File: src/logic/pcfg_pkg.sv
// Purpose: shared constants and carriers for the static configuration vector
// Assumes: 32-bit apb data, one aligned word per register
// Notes: offsets are byte addresses
package pcfg_pkg;

  // ==========================================================
  // vector carriers
  typedef struct packed {
    logic [4:0] rsvd_31_27;
    logic rx_reorder;
    logic [9:0] rsvd_25_16;
    logic [3:0] port_type;
    logic rsvd_11;
    logic ref_clk_phy;
    logic [8:0] rsvd_9_1;
    logic compliance;
  } pcfg_gbl_type;

  typedef struct packed {
    logic [2:0] pm_version;
    logic [15:0] subsys_device;
    logic [15:0] subsys_vendor;
    logic [23:0] class_code;
    logic [7:0] revision;
    logic [15:0] device;
    logic [15:0] vendor;
  } pcfg_conf_type;

  localparam int CONF_W = 99;
  localparam int CONF_PAD_W = 128;

  // ==========================================================
  // fixed field values
  localparam logic COMPLIANCE_FIXED = 1'b0;
  localparam logic RX_REORDER_FIXED = 1'b1;
  localparam logic [2:0] PM_VERSION_FIXED = 3'h2;
  localparam logic [3:0] PORT_NATIVE_EP = 4'h0;
  localparam logic [3:0] PORT_LEGACY_EP = 4'h1;

  // ==========================================================
  // register offsets
  localparam logic [7:0] OFS_GBL = 8'h00;
  localparam logic [7:0] OFS_CONF0 = 8'h04;
  localparam logic [7:0] OFS_CONF1 = 8'h08;
  localparam logic [7:0] OFS_CONF2 = 8'h0c;
  localparam logic [7:0] OFS_CONF3 = 8'h10;
  localparam logic [7:0] OFS_SEL = 8'h14;
  localparam logic [7:0] OFS_DATA = 8'h18;
  localparam logic [7:0] OFS_STATUS = 8'h1c;

  // ==========================================================
  // field positions and reset values
  localparam int SEL_W = 2;
  localparam int STATUS_ROERR_BIT = 0;
  localparam logic [1:0] SEL_RST = 2'h0;
  localparam logic ROERR_RST = 1'b0;
  localparam logic [31:0] RDATA_RST = 32'h0000_0000;

  // ==========================================================
  // bus state
  typedef enum logic [0:0] {
    PCFG_IDLE,
    PCFG_ACCESS
  } pcfg_bus_type;

endpackage

File: src/logic/pcfg_build.sv
// Purpose: assemble the constant global and configuration words
// Assumes: all inputs are elaboration-time parameters
// Notes: purely combinational, valid from time zero
`timescale 1ns/1ps
module pcfg_build #(
  parameter logic LINK_COMMON_CLK = 1'b0,
  parameter logic [3:0] PORT_TYPE = 4'h0,
  parameter logic [15:0] VENDOR_ID = 16'h1234, // arbitrary value
  parameter logic [15:0] DEVICE_ID = 16'h5678, // arbitrary value
  parameter logic [7:0] REVISION_ID = 8'h01, // arbitrary value
  parameter logic [23:0] CLASS_CODE = 24'hff0000,
  parameter logic [15:0] SUBSYS_VENDOR_ID = 16'h1234, // arbitrary value
  parameter logic [15:0] SUBSYS_DEVICE_ID = 16'h5678 // arbitrary value
) (
  output pcfg_pkg::pcfg_gbl_type gbl_o,
  output pcfg_pkg::pcfg_conf_type conf_o
);
  import pcfg_pkg::*;

  // ==========================================================
  // global control word
  always_comb begin
    gbl_o = '0; // reserved bits stay zero
    gbl_o.compliance = COMPLIANCE_FIXED;
    gbl_o.ref_clk_phy = LINK_COMMON_CLK;
    gbl_o.port_type = PORT_TYPE;
    gbl_o.rx_reorder = RX_REORDER_FIXED;
  end

  // ==========================================================
  // configuration word, identification fields
  always_comb begin
    conf_o.vendor = VENDOR_ID;
    conf_o.device = DEVICE_ID;
    conf_o.revision = REVISION_ID;
    conf_o.class_code = CLASS_CODE;
    conf_o.subsys_vendor = SUBSYS_VENDOR_ID;
    conf_o.subsys_device = SUBSYS_DEVICE_ID;
    conf_o.pm_version = PM_VERSION_FIXED;
  end

endmodule

File: src/logic/pcfg_vector.sv
// Purpose: static configuration vector with an apb view for software
// Assumes: apb master per apb4, single clock, synchronous reset
// Notes: vectors are constants; only select and status are writable
//   select picks the configuration slice seen at the data window
//   status bit 0 flags a refused write, write one to clear
//
// Our own choices: the register addresses and register access over APB.
`timescale 1ns/1ps

// What this block does
// - Global bit 0 picks the compliance level and is held at 0.
// - Global bit 10 tells whether the reference clock drives the phy.
// - Global bits 15:12 carry the port type, 0 native, 1 legacy endpoint.
// - Global bit 26 is held at 1 for receive reordering, other spares zero.
// - The configuration word carries the id fields at their fixed ranges.
// - Configuration bits 98:96 hold the power management version 010.
module pcfg_vector #(
  parameter logic LINK_COMMON_CLK = 1'b0,
  parameter logic [3:0] PORT_TYPE = 4'h0,
  parameter logic [15:0] VENDOR_ID = 16'h1234, // arbitrary value
  parameter logic [15:0] DEVICE_ID = 16'h5678, // arbitrary value
  parameter logic [7:0] REVISION_ID = 8'h01, // arbitrary value
  parameter logic [23:0] CLASS_CODE = 24'hff0000,
  parameter logic [15:0] SUBSYS_VENDOR_ID = 16'h1234, // arbitrary value
  parameter logic [15:0] SUBSYS_DEVICE_ID = 16'h5678 // arbitrary value
) (
  input wire logic clk_i,
  input wire logic rst_i,
  input wire logic psel_i,
  input wire logic penable_i,
  input wire logic pwrite_i,
  input wire logic [7:0] paddr_i,
  input wire logic [31:0] pwdata_i,
  input wire logic [3:0] pstrb_i,
  output logic [31:0] prdata_o,
  output logic pready_o,
  output logic pslverr_o,
  output pcfg_pkg::pcfg_gbl_type gbl_o,
  output pcfg_pkg::pcfg_conf_type conf_o
);
  import pcfg_pkg::*;

  pcfg_gbl_type gbl_w;
  pcfg_conf_type conf_w;
  logic [CONF_PAD_W-1:0] conf_pad;
  pcfg_bus_type state_ff;
  pcfg_bus_type nxt_state;
  logic [SEL_W-1:0] sel_ff;
  logic [SEL_W-1:0] nxt_sel;
  logic roerr_ff;
  logic nxt_roerr;
  logic [31:0] rdata_ff;
  logic [31:0] nxt_rdata;
  logic slverr_ff;
  logic nxt_slverr;
  logic setup;
  logic access;
  logic known;
  logic writable;
  logic [31:0] rd_word;
  logic wr_sel;
  logic wr_status;
  logic wr_refused;

  // ==========================================================
  // constant vectors
  pcfg_build #(
    .LINK_COMMON_CLK(LINK_COMMON_CLK),
    .PORT_TYPE(PORT_TYPE),
    .VENDOR_ID(VENDOR_ID),
    .DEVICE_ID(DEVICE_ID),
    .REVISION_ID(REVISION_ID),
    .CLASS_CODE(CLASS_CODE),
    .SUBSYS_VENDOR_ID(SUBSYS_VENDOR_ID),
    .SUBSYS_DEVICE_ID(SUBSYS_DEVICE_ID)
  ) u_build (
    .gbl_o(gbl_w),
    .conf_o(conf_w)
  );

  // outputs not gated by reset, valid from time zero
  assign gbl_o = gbl_w;
  assign conf_o = conf_w;
  assign conf_pad = {{(CONF_PAD_W-CONF_W){1'b0}}, conf_w};

  // ==========================================================
  // helpers
  function automatic logic [31:0] conf_slice(
    input logic [CONF_PAD_W-1:0] vec,
    input logic [SEL_W-1:0] idx
  );
    conf_slice = vec[32*idx +: 32];
  endfunction

  // one lane-0 write of the access phase to a given offset
  function automatic logic wr_hit(
    input logic acc,
    input logic wr,
    input logic [7:0] addr,
    input logic [7:0] ofs,
    input logic lane0
  );
    wr_hit = acc & wr & (addr == ofs) & lane0;
  endfunction

  // ==========================================================
  // address decode
  assign setup = psel_i & ~penable_i;
  // access only counts after a setup cycle was seen
  assign access = psel_i & penable_i & (state_ff == PCFG_ACCESS);
  assign wr_sel = wr_hit(access, pwrite_i, paddr_i, OFS_SEL, pstrb_i[0]);
  assign wr_status = wr_hit(access, pwrite_i, paddr_i, OFS_STATUS,
    pstrb_i[0]);
  // refused write to a constant word
  assign wr_refused = access & pwrite_i & known & ~writable;
  assign pready_o = 1'b1; // zero wait state

  always_comb begin
    known = 1'b1;
    writable = 1'b0;
    rd_word = RDATA_RST;
    case (paddr_i)
      OFS_GBL: rd_word = gbl_w;
      OFS_CONF0: rd_word = conf_slice(conf_pad, 2'h0);
      OFS_CONF1: rd_word = conf_slice(conf_pad, 2'h1);
      OFS_CONF2: rd_word = conf_slice(conf_pad, 2'h2);
      OFS_CONF3: rd_word = conf_slice(conf_pad, 2'h3);
      OFS_SEL: begin
        rd_word = {{(32-SEL_W){1'b0}}, sel_ff};
        writable = 1'b1;
      end
      OFS_DATA: rd_word = conf_slice(conf_pad, sel_ff);
      OFS_STATUS: begin
        rd_word = {31'h0, roerr_ff};
        writable = 1'b1;
      end
      default: known = 1'b0;
    endcase
  end

  // ==========================================================
  // bus phase tracking
  always_comb begin
    case (state_ff)
      PCFG_IDLE: begin
        // setup seen, access follows
        nxt_state = setup ? PCFG_ACCESS : PCFG_IDLE;
      end
      PCFG_ACCESS: begin
        // back-to-back setup keeps the phase armed
        nxt_state = setup ? PCFG_ACCESS : PCFG_IDLE;
      end
      default: nxt_state = PCFG_IDLE;
    endcase
  end

  // ==========================================================
  // read data and error, captured in setup phase
  always_comb begin
    nxt_rdata = rdata_ff;
    nxt_slverr = slverr_ff;
    if (setup) begin
      nxt_rdata = pwrite_i ? RDATA_RST : rd_word;
      // writes to constant words are refused
      nxt_slverr = ~known | (pwrite_i & ~writable);
    end
  end

  // ==========================================================
  // writable registers
  always_comb begin
    nxt_sel = sel_ff;
    nxt_roerr = roerr_ff;
    if (wr_sel) begin
      nxt_sel = pwdata_i[SEL_W-1:0];
    end
    // write one to clear
    if (wr_status && pwdata_i[STATUS_ROERR_BIT]) begin
      nxt_roerr = 1'b0;
    end
    // a refused write sets the flag; set wins over clear
    if (wr_refused) begin
      nxt_roerr = 1'b1;
    end
  end

  // ==========================================================
  // bus phase register
  always_ff @(posedge clk_i) begin
    if (rst_i) begin
      state_ff <= PCFG_IDLE;
    end else begin
      state_ff <= nxt_state;
    end
  end

  // ==========================================================
  // answer registers
  always_ff @(posedge clk_i) begin
    if (rst_i) begin
      rdata_ff <= RDATA_RST;
      slverr_ff <= 1'b0;
    end else begin
      rdata_ff <= nxt_rdata;
      slverr_ff <= nxt_slverr;
    end
  end

  // ==========================================================
  // select and sticky status registers
  always_ff @(posedge clk_i) begin
    if (rst_i) begin
      sel_ff <= SEL_RST;
      roerr_ff <= ROERR_RST;
    end else begin
      sel_ff <= nxt_sel;
      roerr_ff <= nxt_roerr;
    end
  end

  // ==========================================================
  // answer outputs, only meaningful in access phase
  assign prdata_o = rdata_ff;
  assign pslverr_o = slverr_ff & access;

endmodule

File: config.mk
export PLATFORM = sky130hd
export DESIGN_NAME = pcfg_vector
export DESIGN_NICKNAME = d
export VERILOG_FILES = /design/src/logic/pcfg_pkg.sv /design/src/logic/pcfg_build.sv /design/src/logic/pcfg_vector.sv
export SDC_FILE = /design/constraint.sdc
export NUM_CORES = 1
export LEC_CHECK = 0
export BUFFER_PORTS_ARGS = -buffer_cell sky130_fd_sc_hd__buf_2
export CORE_AREA = 2 2 83 85
export CTS_BUF_LIST = sky130_fd_sc_hd__clkbuf_4
export DETAILED_ROUTE_END_ITERATION = 6
export DIE_AREA = 0 0 85 87
export PLACE_DENSITY = 0.77
export SYNTH_ARGS = -nofsm -noshare
export SYNTH_HDL_FRONTEND = slang
export SYNTH_SLANG_ARGS = --single-unit
File: constraint.sdc
create_clock -name clk_i -period 1.7 [get_ports clk_i]
set_input_delay 0.255 -clock clk_i [delete_from_list [all_inputs] [get_ports clk_i]]
set_output_delay 0.255 -clock clk_i [all_outputs]
set_load 0.05 [all_outputs]
Word level (Yosys, flattened, before mapping) --
Index checks and enable logic that the tools add are counted.
Word-level totals: register bits 37, input bits 49, output and inout port bits 165, logic and storage cells 42
Cells by class: eq/ne operators 7, shift-type cells 1, multiplexer cells 7, bitwise gates (word level) 16, reductions and logical operators 6
Operators by type and width (count):
- case mux 32 bit (7 select lines) | 1
- indexed part select 128 x 8 -> 32 bit (first input constant) | 1
- equality test 8 x 5 -> 1 bit (second input constant) | 4
- two-way mux 32 bit | 1
- equality test 8 x 4 -> 1 bit (second input constant) | 2
- bitwise AND 1 bit | 12
- equality test 8 x 3 -> 1 bit (second input constant) | 1
- logical NOT 8 bit | 1
- OR reduction 8 bit | 1
- two-way mux 1 bit | 5
- OR reduction 2 bit | 2
- NOT 1 bit | 3
- nonzero test 2 bit | 1
- logical AND 1 bit | 1
- OR 1 bit | 1

Longest topological paths before layout --
Gate-level depths: netlist of the first run.
depth after elaboration 8, gate-level depth with buffers 5, gate-level depth less buffers 4

Hierarchy --
From an unflattened synthesis of the first run, not the netlist that was laid out.
Second synthesis, totals: cells, all modules 491, area, all modules 4160.2 sq um
Modules (own cells, without submodules):
- pcfg_vector | instances 1, cells an instance 358, area each 3169.3 sq um
- pcfg_build | instances 1, cells an instance 133, area each 991.0 sq um

Least setup slack after synthesis of the first run --
OpenSTA, ideal clock, no wires.
path type input port to flip-flop, start point input port paddr_i[5], end point register sel_ff[0], data arrival time 1.240 ns, required time 1.584 ns, setup slack 0.343 ns, cell stages on the path 4, buffers on the path 0, cell sequence or3_4 nor4_4 mux2i_1 nor2_1
Between the ends: word-level cells in the longest chain between the ends 3
RTL lines:
- start: declaration | RTL line pcfg_vector.sv:32 | input wire logic [7:0] paddr_i,
- equality test 8 x 5 -> 1 bit | RTL line pcfg_vector.sv:103 | wr_hit = acc & wr & (addr == ofs) & lane0;
- bitwise AND 1 bit (2 in a row) | RTL line pcfg_vector.sv:103
- end signal: assignment | RTL line pcfg_vector.sv:216 | sel_ff <= nxt_sel;
- end: declaration | RTL line pcfg_vector.sv:48 | logic [SEL_W-1:0] sel_ff;
No other way between the ends. A chain may end at the register's enable or synchronous reset.

Worst setup path in the final report of the first run --
start point register state_ff, end point output port pslverr_o
Between the ends: word-level cells in the longest chain between the ends 2
RTL lines:
- start: declaration | RTL line pcfg_vector.sv:46 | pcfg_bus_type state_ff;
- start signal: assignment | RTL line pcfg_vector.sv:193 | state_ff <= nxt_state;
- bitwise AND 1 bit | RTL line pcfg_vector.sv:110 | assign access = psel_i & penable_i & (state_ff == PCFG_ACCESS);
- bitwise AND 1 bit | RTL line pcfg_vector.sv:224 | assign pslverr_o = slverr_ff & access;
- end: declaration | RTL line pcfg_vector.sv:37 | output logic pslverr_o,
No other way between the ends.

==> out/qor.yml, run 1 <==
outcome:
  status: "completed"
synth:
  synth_most_common_cell: "buf_4"
  syn_inst: 232
  synth_cell_type_count: 28
  avgSynthCellArea_sq_um: 7.718
  synth-seq-cells: 11
  synth_edf_count: 0
  ys_top_cells_by_count: "159 x buf_4, 11 x dfxtp_1, 7 x nor2_1, 7 x o21ai_0, 6 x nand2_1"
  synth_flop_cell: "dfxtp_1"
  yosys_warnings: 0
  synth_seq_area_share_pct: 12.30
  synth.cell_area_sq_mm: 0.001790
  synthTopCellsByArea: "buf_4 67%, dfxtp_1 12%, o21ai_0 2.0%"
  yosys.area.top_type: "buf_4"
  yosysTopAreaCellShare_pct: 66.67
  async_flop_share_pct: 0
routing:
  vias_per_cell: 3.042
  final_antenna_net_count: 0
  drt-initial-drc-count: 30
  wire_per_inst_um: 7.178
  first_pass_iters: 4
  drc: 0
  vias: 1010
  routed_wl_um: 2383
clock_network:
  cts_buffer_depth: 2
  h-tree-depth: 1
  clock_latency_ns: 0.27
  cts_hold_buf: 0
  cts.clk_slew.worst_paths_ns: 0.08
  cts_tree: "done"
  cts_buffers: 3
  cts-root-buf: "clkbuf_4"
  cts-resized-gates: 0
  postCtsSetupRepairBufs: 0
  clock_sinks: 11
grt:
  grt_first_pass_wirelength_um: 3008
  track_usage_pct: 5.217
  first_global_vias: 628
  grt_max_degree: 13
  antenna_found_initial: 0
  overflow: 0
critical_path:
  cp-end-kind: "output pin"
  cp_max_fo: 2
  worstPathRequired_ns: 1.44
  cp-startpoint: "state_ff"
  path_cells: "and4_1 -> buf_2"
  slowest_stage: "dfxtp_1"
  critPathKind: "reg2out"
  worstReg2RegStart: "state_ff"
  cp.arrival_ns: 1.05
  cp_top_family: "flip-flops"
  cp_slowest_stage_delay_ns: 0.33
  cp_num_buf_inv: 1
  crit_path_start_kind: "flip-flop"
floorplanning:
  row_count: 30
  core_sq_mm: 0.006569
  die_height_um: 87
  die_w_um: 85
  ios: 214
  start_util_pct: 27.26
  dieArea_sq_mm: 0.007395
sta:
  min_period_ns: 1.304
  maxSlewViolCount: 0
  fmax_mhz: 767.0
  holdWs_ns: 0.2365
  setup_slack_ns: 0.3962
  tns_ns: 0
  hold_viol_final: 0
  skew_ns: 0.004807
  fin_crit_sh_pct: 76.69
  setup_viol: 0
  rsz0062_at_grt: "no"
place:
  portBuffers: 35
  gp_congestion: 0.8161
  post-dp-hpwl_um: 2122
  dp_slack_ns: 0.1642
min_path:
  hp-start: "pwdata_i[0]"
  hp-class: "in2reg"
power:
  vdd_drop_max_mv: 0.2935
  powerDensity_mw_per_mm2: 847.7
  p_leak_nw: 0.8386
cells_and_area:
  nets: 302
  drive_above_1_share_pct: 17.06
  diodes: 0
  area_growth_pct: -20.47
job:
  cap_viol_max_count: 0
[logic make-up after synthesis]
family                 Yosys count  share of synthesized area [%]
AND/OR/NAND/NOR                 35                          12.37
multiplexers                     3                          1.677
AO/OA/AOI/OAI                   17                          5.451
buffers and inverters          164                          67.78
other                            2                         0.4194
flip-flops                      11                          12.30
[metrics by stage]
stage | instances | utilization, % | instance area (sq um) | total power, mW
6_report | 332 | 21.68 | 1424 | 1.207
5_1_grt | 332 | 21.68 | 1424 | 1.256
4_1_cts | 332 | 21.68 | 1424 | 1.206
3_5_place_dp | 328 | 21.26 | 1396 | 1.024
3_3_place_gp | 328 | 21.26 | 1396 | 1.023
2_1_floorplan | 375 | - | 2327 | 1.262
[worst reg2reg max path: cells and delay by family (launching register included)]
family,cells,cell delay [ns]
flip-flops,1,0.33
AND/OR/NAND/NOR,3,0.50
multiplexers,1,0.22
[sequential cells by signal, summed over array words and instances, names as in the netlist]
| name | flops |
|---|---|
| state_ff | 1 |
| slverr_ff | 1 |
| prdata_o | 6 |
| roerr_ff | 1 |
| sel_ff | 2 |
[power by group]
group	switching [mW]	leakage, nW	internal, mW	total, mW
Clock	0.0947	0.0177	0.0872	0.182
Combinational	0.737	0.732	0.0263	0.763
Sequential	0.00152	0.0890	0.260	0.262
Total	0.833	0.839	0.374	1.21
[layout make-up]
| cell class | instances | area, sq um |
|---|---|---|
| clock inverter | 1 | 5.005 |
| clock buffer | 3 | 22.52 |
| timing repair buffer | 35 | 175.2 |
| multi-input combinational | 200 | 893.4 |
| sequential | 11 | 220.2 |
| tap | 80 | 100.1 |
| fill | 744 | 5145 |
| inverter | 2 | 7.507 |
[layout by cell type (no fill, tap or decap), drive strengths merged, types with 2 or more instances in the layout]
cell type  Yosys  routed
buf          160      35
nand3          4       4
o22ai          2       2
nand3b         2       2
clkbuf         2       3
o21ai          7       7
nand2          6       6
dfxtp         11      11
nor3           3       3
a21oi          5       5
nand2b         3       3
nor2           7       7
conb           2     145
nand4b         3       3
mux2i          3       3
inv            2       2
[routing by layer]
layer / track usage (%) / vias up / wire (um)
li1: - / 476 / -
met1: 5.168 / 433 / 682
met2: 9.730 / 97 / 1290
met3: 1.422 / 4 / 373
met4: 3.030 / 0 / 36
met5: 0 / - / 0
[worst paths after layout]
check,endpoint,slack [ns],cells past startpoint
worst max-delay path,pslverr_o,0.40,2
worst min-delay path,sel_ff[0],0.24,3
worst max register to register,sel_ff[1],0.56,4
worst min register to register,prdata_o[26],0.47,2
Power figures use the tool's default switching activity.
==> run 2, diff against run 1 <==
--- a/config.mk
+++ b/config.mk
@@ -6,11 +6,11 @@
 export NUM_CORES = 1
 export LEC_CHECK = 0
 export BUFFER_PORTS_ARGS = -buffer_cell sky130_fd_sc_hd__buf_2
-export CORE_AREA = 2 2 83 85
+export CORE_AREA = 2 2 82 84
 export CTS_BUF_LIST = sky130_fd_sc_hd__clkbuf_4
 export DETAILED_ROUTE_END_ITERATION = 6
-export DIE_AREA = 0 0 85 87
-export PLACE_DENSITY = 0.77
+export DIE_AREA = 0 0 84 86
+export PLACE_DENSITY = 0.82
 export SYNTH_ARGS = -nofsm -noshare
 export SYNTH_HDL_FRONTEND = slang
 export SYNTH_SLANG_ARGS = --single-unit
==> constraint.sdc (replaced) <==
create_clock -name clk_i -period 1.1 [get_ports clk_i]
set_input_delay 0.165 -clock clk_i [delete_from_list [all_inputs] [get_ports clk_i]]
set_output_delay 0.165 -clock clk_i [all_outputs]
set_load 0.05 [all_outputs]
==> run 2 against run 1 <==
The flow now finishes with violations (setup timing). Flip-flop and latch count unchanged. Clock skew down 0.0015 ns. Utilization rose by 3.6 points. Sequential power increased by 54%. Clock power increased by 71%. Die area is 2.3% lower. Critical endpoint is now sel_ff[0]. Highest routed layer unchanged. Worst setup slack lost 0.47 ns. Via count increased by 9.4%.
==> out/qor.yml, run 2 (synthesis gave the netlist of run 1 again) <==
routing:
  drc: 0
  final_antenna_net_count: 0
  vias: 1105
  routed_wl_um: 2610
  drt-initial-drc-count: 34
  first_pass_iters: 4
  wire_per_inst_um: 7.676
  vias_per_cell: 3.250
sta:
  rsz0062_at_grt: "yes"
  fmax_mhz: 852.6
  skew_ns: 0.003335
  maxSlewViolCount: 0
  fin_crit_sh_pct: 106.6
  setup_slack_ns: -0.07288
  hold_viol_final: 0
  setup_viol: 4
  min_period_ns: 1.173
power:
  vdd_drop_max_mv: 0.4411
  powerDensity_mw_per_mm2: 1218
  p_leak_nw: 0.8995
  totalPowerFinal_mw: 1.933
critical_path:
  crit_path_start_kind: "flip-flop"
  cp_slowest_stage_delay_ns: 0.33
  cp_top_family: "simple AND/OR/NAND/NOR gates"
  critPathKind: "reg2reg"
  cp_max_fo: 2
  cp-end-kind: "flip-flop"
  cp.arrival_ns: 1.34
  worstPathRequired_ns: 1.26
  cp_num_buf_inv: 1
  slowest_stage: "dfxtp_2"
  path_cells: "nand4_1 -> buf_4 -> nor4_4 -> mux2i_1 -> nor2_1"
grt:
  track_usage_pct: 5.811
  overflow: 0
  first_global_vias: 763
  grt_max_degree: 13
  antenna_found_initial: 0
  grt_first_pass_wirelength_um: 3422
job:
  cap_viol_max_count: 0
outcome:
  status: "finished with violations"
  violations: "setup timing"
clock_network:
  clock_latency_ns: 0.28
  cts-root-buf: "clkbuf_4"
  h-tree-depth: 1
  cts_buffer_depth: 2
  clock_sinks: 11
  cts.clk_slew.worst_paths_ns: 0.07
  cts_tree: "done"
  cts_buffers: 3
place:
  gp_congestion: 0.7611
  portBuffers: 35
  post-dp-hpwl_um: 2250
cells_and_area:
  drive_above_1_share_pct: 22.81
  ff_latch_area_sq_um: 227.7
  layout_commonest_cell: "conb_1"
  multi_input_area_sq_um: 913.4
  area_growth_pct: -11.39
  largest_register_ffs: 6
  final_cell_mix: "145 x conb_1, 18 x buf_2, 18 x buf_4"
  n_fill_cell: 689
  finish.utilization_pct: 25.27
  nets: 313
  diodes: 0
floorplanning:
  start_util_pct: 28.52
  die_w_um: 84
  die_height_um: 86
  ios: 214
  row_count: 29
  core_sq_mm: 0.006277
  dieArea_sq_mm: 0.007224
min_path:
  hp-class: "in2reg"
-- run 2: final timing paths --
check	start	end	slack (ns)	cells past startpoint
hold reg to reg	prdata_o[26]	prdata_o[26]	0.45	2
hold / removal	pwdata_i[1]	sel_ff[1]	0.14	3
setup / recovery	state_ff	sel_ff[0]	-0.07	5
setup reg to reg	state_ff	sel_ff[0]	-0.07	5
-- run 2: final cells by class --
| type | instances | area share, % |
|---|---|---|
| inverters | 2 | 0.4732 |
| flip-flops and latches | 11 | 14.35 |
| well taps | 77 | 6.073 |
| clock buffers | 4 | 1.893 |
| repair buffers | 46 | 19.64 |
| multi-input cells | 200 | 57.57 |
-- run 2: what timing repair did --
item	CTS	global route
endpoints found under the setup margin	13	23
pin swaps	2	2
setup buffers	1	0
resized for setup	14	13
hold buffers	0	0
-- run 2: metrics by stage --
step | setup WS [ns] | TNS, ns | cell area [sq um] | hold slack [ns] | instances
2_1_floorplan | -0.06433 | -0.2182 | 2345 | 0.2491 | 375
3_3_place_gp | -0.1856 | -1.659 | 1484 | 0.4057 | 335
3_5_place_dp | -0.2424 | -1.941 | 1484 | 0.4258 | 335
4_1_cts | -0.07819 | -0.2222 | 1559 | 0.1329 | 340
5_1_grt | -0.1698 | -0.4989 | 1587 | 0.1546 | 340
6_report | -0.07288 | -0.1914 | 1587 | 0.1366 | 340
-- run 2: worst register-to-register path, delay by kind of cell (launching register included) --
kind / cells / cell delay, ns
multiplexers: 1 / 0.22
AND/OR/NAND/NOR: 3 / 0.34
flip-flops: 1 / 0.33
buffers and inverters: 1 / 0.17
-- run 2: power by group --
part           internal, mW  leakage (nW)  switching, mW
clock network         0.165        0.0184          0.146
registers             0.401        0.0910        0.00251
logic                0.0644         0.790           1.15
-- run 2: layer usage --
metal  vias up  wire [um]  global-route usage (%)
met5         -          0                       0
met4         0         46                   3.079
met3         7        374                   1.732
met2       111       1460                   11.42
met1       487        728                   5.363
li1        500          -                       -
==> run 3, diff against run 2 <==
==> constraint.sdc (replaced) <==
create_clock -name clk_i -period 1.1 [get_ports clk_i]
set_input_delay 0 -clock clk_i [delete_from_list [all_inputs] [get_ports clk_i]]
set_output_delay 0 -clock clk_i [all_outputs]
set_load 0.05 [all_outputs]
==> run 3 against run 2 <==
The flow still finishes with violations (setup timing). Combinational power about the same. Cell area down 8.2%. Cell count down 2.1%. Die area unchanged. Non-clock buffer count down 7. Count of clock-buffer cells in the layout unchanged. Worst hold slack worse by 0.11 ns. Register-to-register slack better by 0.03 ns. Critical path depth down 1. Worst setup slack better by 0.026 ns. Sequential share of layout area up 0.85 points. Fmax up 2.3%. Critical path type unchanged. Largest cell class unchanged.
==> out/qor.yml, run 3 (synthesis gave the netlist of run 1 again) <==
min_path:
  hold_depth: 3
  hp-class: "in2reg"
critical_path:
  worstPathRequired_ns: 1.26
  cp_num_buf_inv: 0
  cp-end-kind: "flip-flop"
  path_cells: "nand4_1 -> nor4_4 -> mux2i_1 -> nor2_1"
  cp_slowest_stage_delay_ns: 0.32
  cp_top_family: "simple AND/OR/NAND/NOR gates"
  crit_path_start_kind: "flip-flop"
  r2r_cells: 4
  cp_max_fo: 2
  cp.arrival_ns: 1.30
  critPathKind: "reg2reg"
  slowest_stage: "dfxtp_2"
  crit_cells: 4
power:
  p_leak_nw: 0.8569
  totalPowerFinal_mw: 1.909
  powerDensity_mw_per_mm2: 1311
  vdd_drop_max_mv: 0.4495
clock_network:
  cts_buffers: 3
  cts-root-buf: "clkbuf_4"
  clock_latency_ns: 0.27
  cts_buffer_depth: 2
  cts.clk_slew.worst_paths_ns: 0.07
  clock_sinks: 11
  cts_tree: "done"
  postCtsSetupRepairBufs: 0
  h-tree-depth: 1
cells_and_area:
  design_area_sq_mm: 0.001456
  largest_register_ffs: 6
  drive_above_1_share_pct: 18.36
  diodes: 0
  final_cell_mix: "145 x conb_1, 35 x buf_2, 10 x dfxtp_1"
  nets: 306
  final_cells: 333
  layout_commonest_cell: "conb_1"
  n_fill_cell: 686
  finish.utilization_pct: 23.20
  area_growth_pct: -18.66
sta:
  skew_ns: 0.005760
  min_period_ns: 1.147
  rsz0062_at_grt: "yes"
  fin_crit_sh_pct: 104.3
  hold_viol_final: 0
  setup_slack_ns: -0.04702
  maxSlewViolCount: 0
  fmax_mhz: 871.8
  setup_viol: 3
place:
  dp_slack_ns: -0.1914
  dpl_cell_area_sq_mm: 0.001415
  portBuffers: 35
  gp_congestion: 0.7739
  dp_cells: 328
  post-dp-hpwl_um: 2122
grt:
  antenna_found_initial: 0
  grt_first_pass_wirelength_um: 3056
  overflow: 0
  track_usage_pct: 5.225
  grt_max_degree: 13
  first_global_vias: 690
routing:
  wire_per_inst_um: 7.357
  wl_met2_um: 1307
  drt-initial-drc-count: 23
  vias: 1057
  drc: 0
  vias_per_cell: 3.174
  routed_wl_um: 2450
  wirelength_met1_um: 712
  final_antenna_net_count: 0
  wl_met3_um: 364
  first_pass_iters: 4
  routed.top_layer: "met4"
job:
  cap_viol_max_count: 0
outcome:
  violations: "setup timing"
  status: "finished with violations"
floorplanning:
  ios: 214
  core_sq_mm: 0.006277
  die_w_um: 84
  die_height_um: 86
  start_util_pct: 28.52
  row_count: 29
  dieArea_sq_mm: 0.007224
run 3: report_power, final:
part	internal [mW]	total [mW]	leakage (nW)	switching, mW
sequential	0.403	0.405	0.0894	0.00208
clock	0.165	0.308	0.0184	0.142
combinational	0.0498	1.20	0.749	1.15
run 3: final cells by class:
class | count | area (sq um) | share of cell area, %
Timing Repair Buffer | 39 | 207.7 | 14.26
Sequential cell | 11 | 221.5 | 15.21
Clock buffer | 4 | 30.03 | 2.062
Tap cell | 77 | 96.34 | 6.615
Multi-Input combinational cell | 200 | 893.4 | 61.34
Inverter | 2 | 7.507 | 0.5155
run 3: worst paths after layout:
kind	startpoint	endpoint	slack (ns)
hold / removal	pwdata_i[0]	sel_ff[0]	0.02
hold reg to reg	prdata_o[26]	prdata_o[26]	0.46
setup / recovery	state_ff	sel_ff[0]	-0.05
setup reg to reg	state_ff	sel_ff[0]	-0.05
run 3: worst reg2reg max path, stage by stage, from the launching register on:
cell and delay, ns:
dfxtp_2 0.32, nand4_1 0.18, nor4_4 0.24, mux2i_1 0.23
nor2_1 0.06
run 3: metrics by stage:
step                      setup TNS [ns]  hold slack (ns)
after floorplan                -0.003516          0.08412
after global placement           -0.5588           0.2418
after detailed placement         -0.8719           0.2642
after CTS                        -0.1348          0.02056
after global routing             -0.3889          0.02910
final                            -0.1194          0.02423
run 3: layer usage:
metal / track usage [%] / vias to the layer above
met5: 0 / -
met3: 0.5775 / 6
met2: 9.964 / 113
li1: - / 482
met1: 5.239 / 456
met4: 3.812 / 0
run 3: repair_timing:
item	4_1_cts	5_1_grt
gates resized for setup	1	0
pin swaps	0	1
hold endpoints to repair	1	0
setup endpoints to repair	3	3
hold buffers	1	0
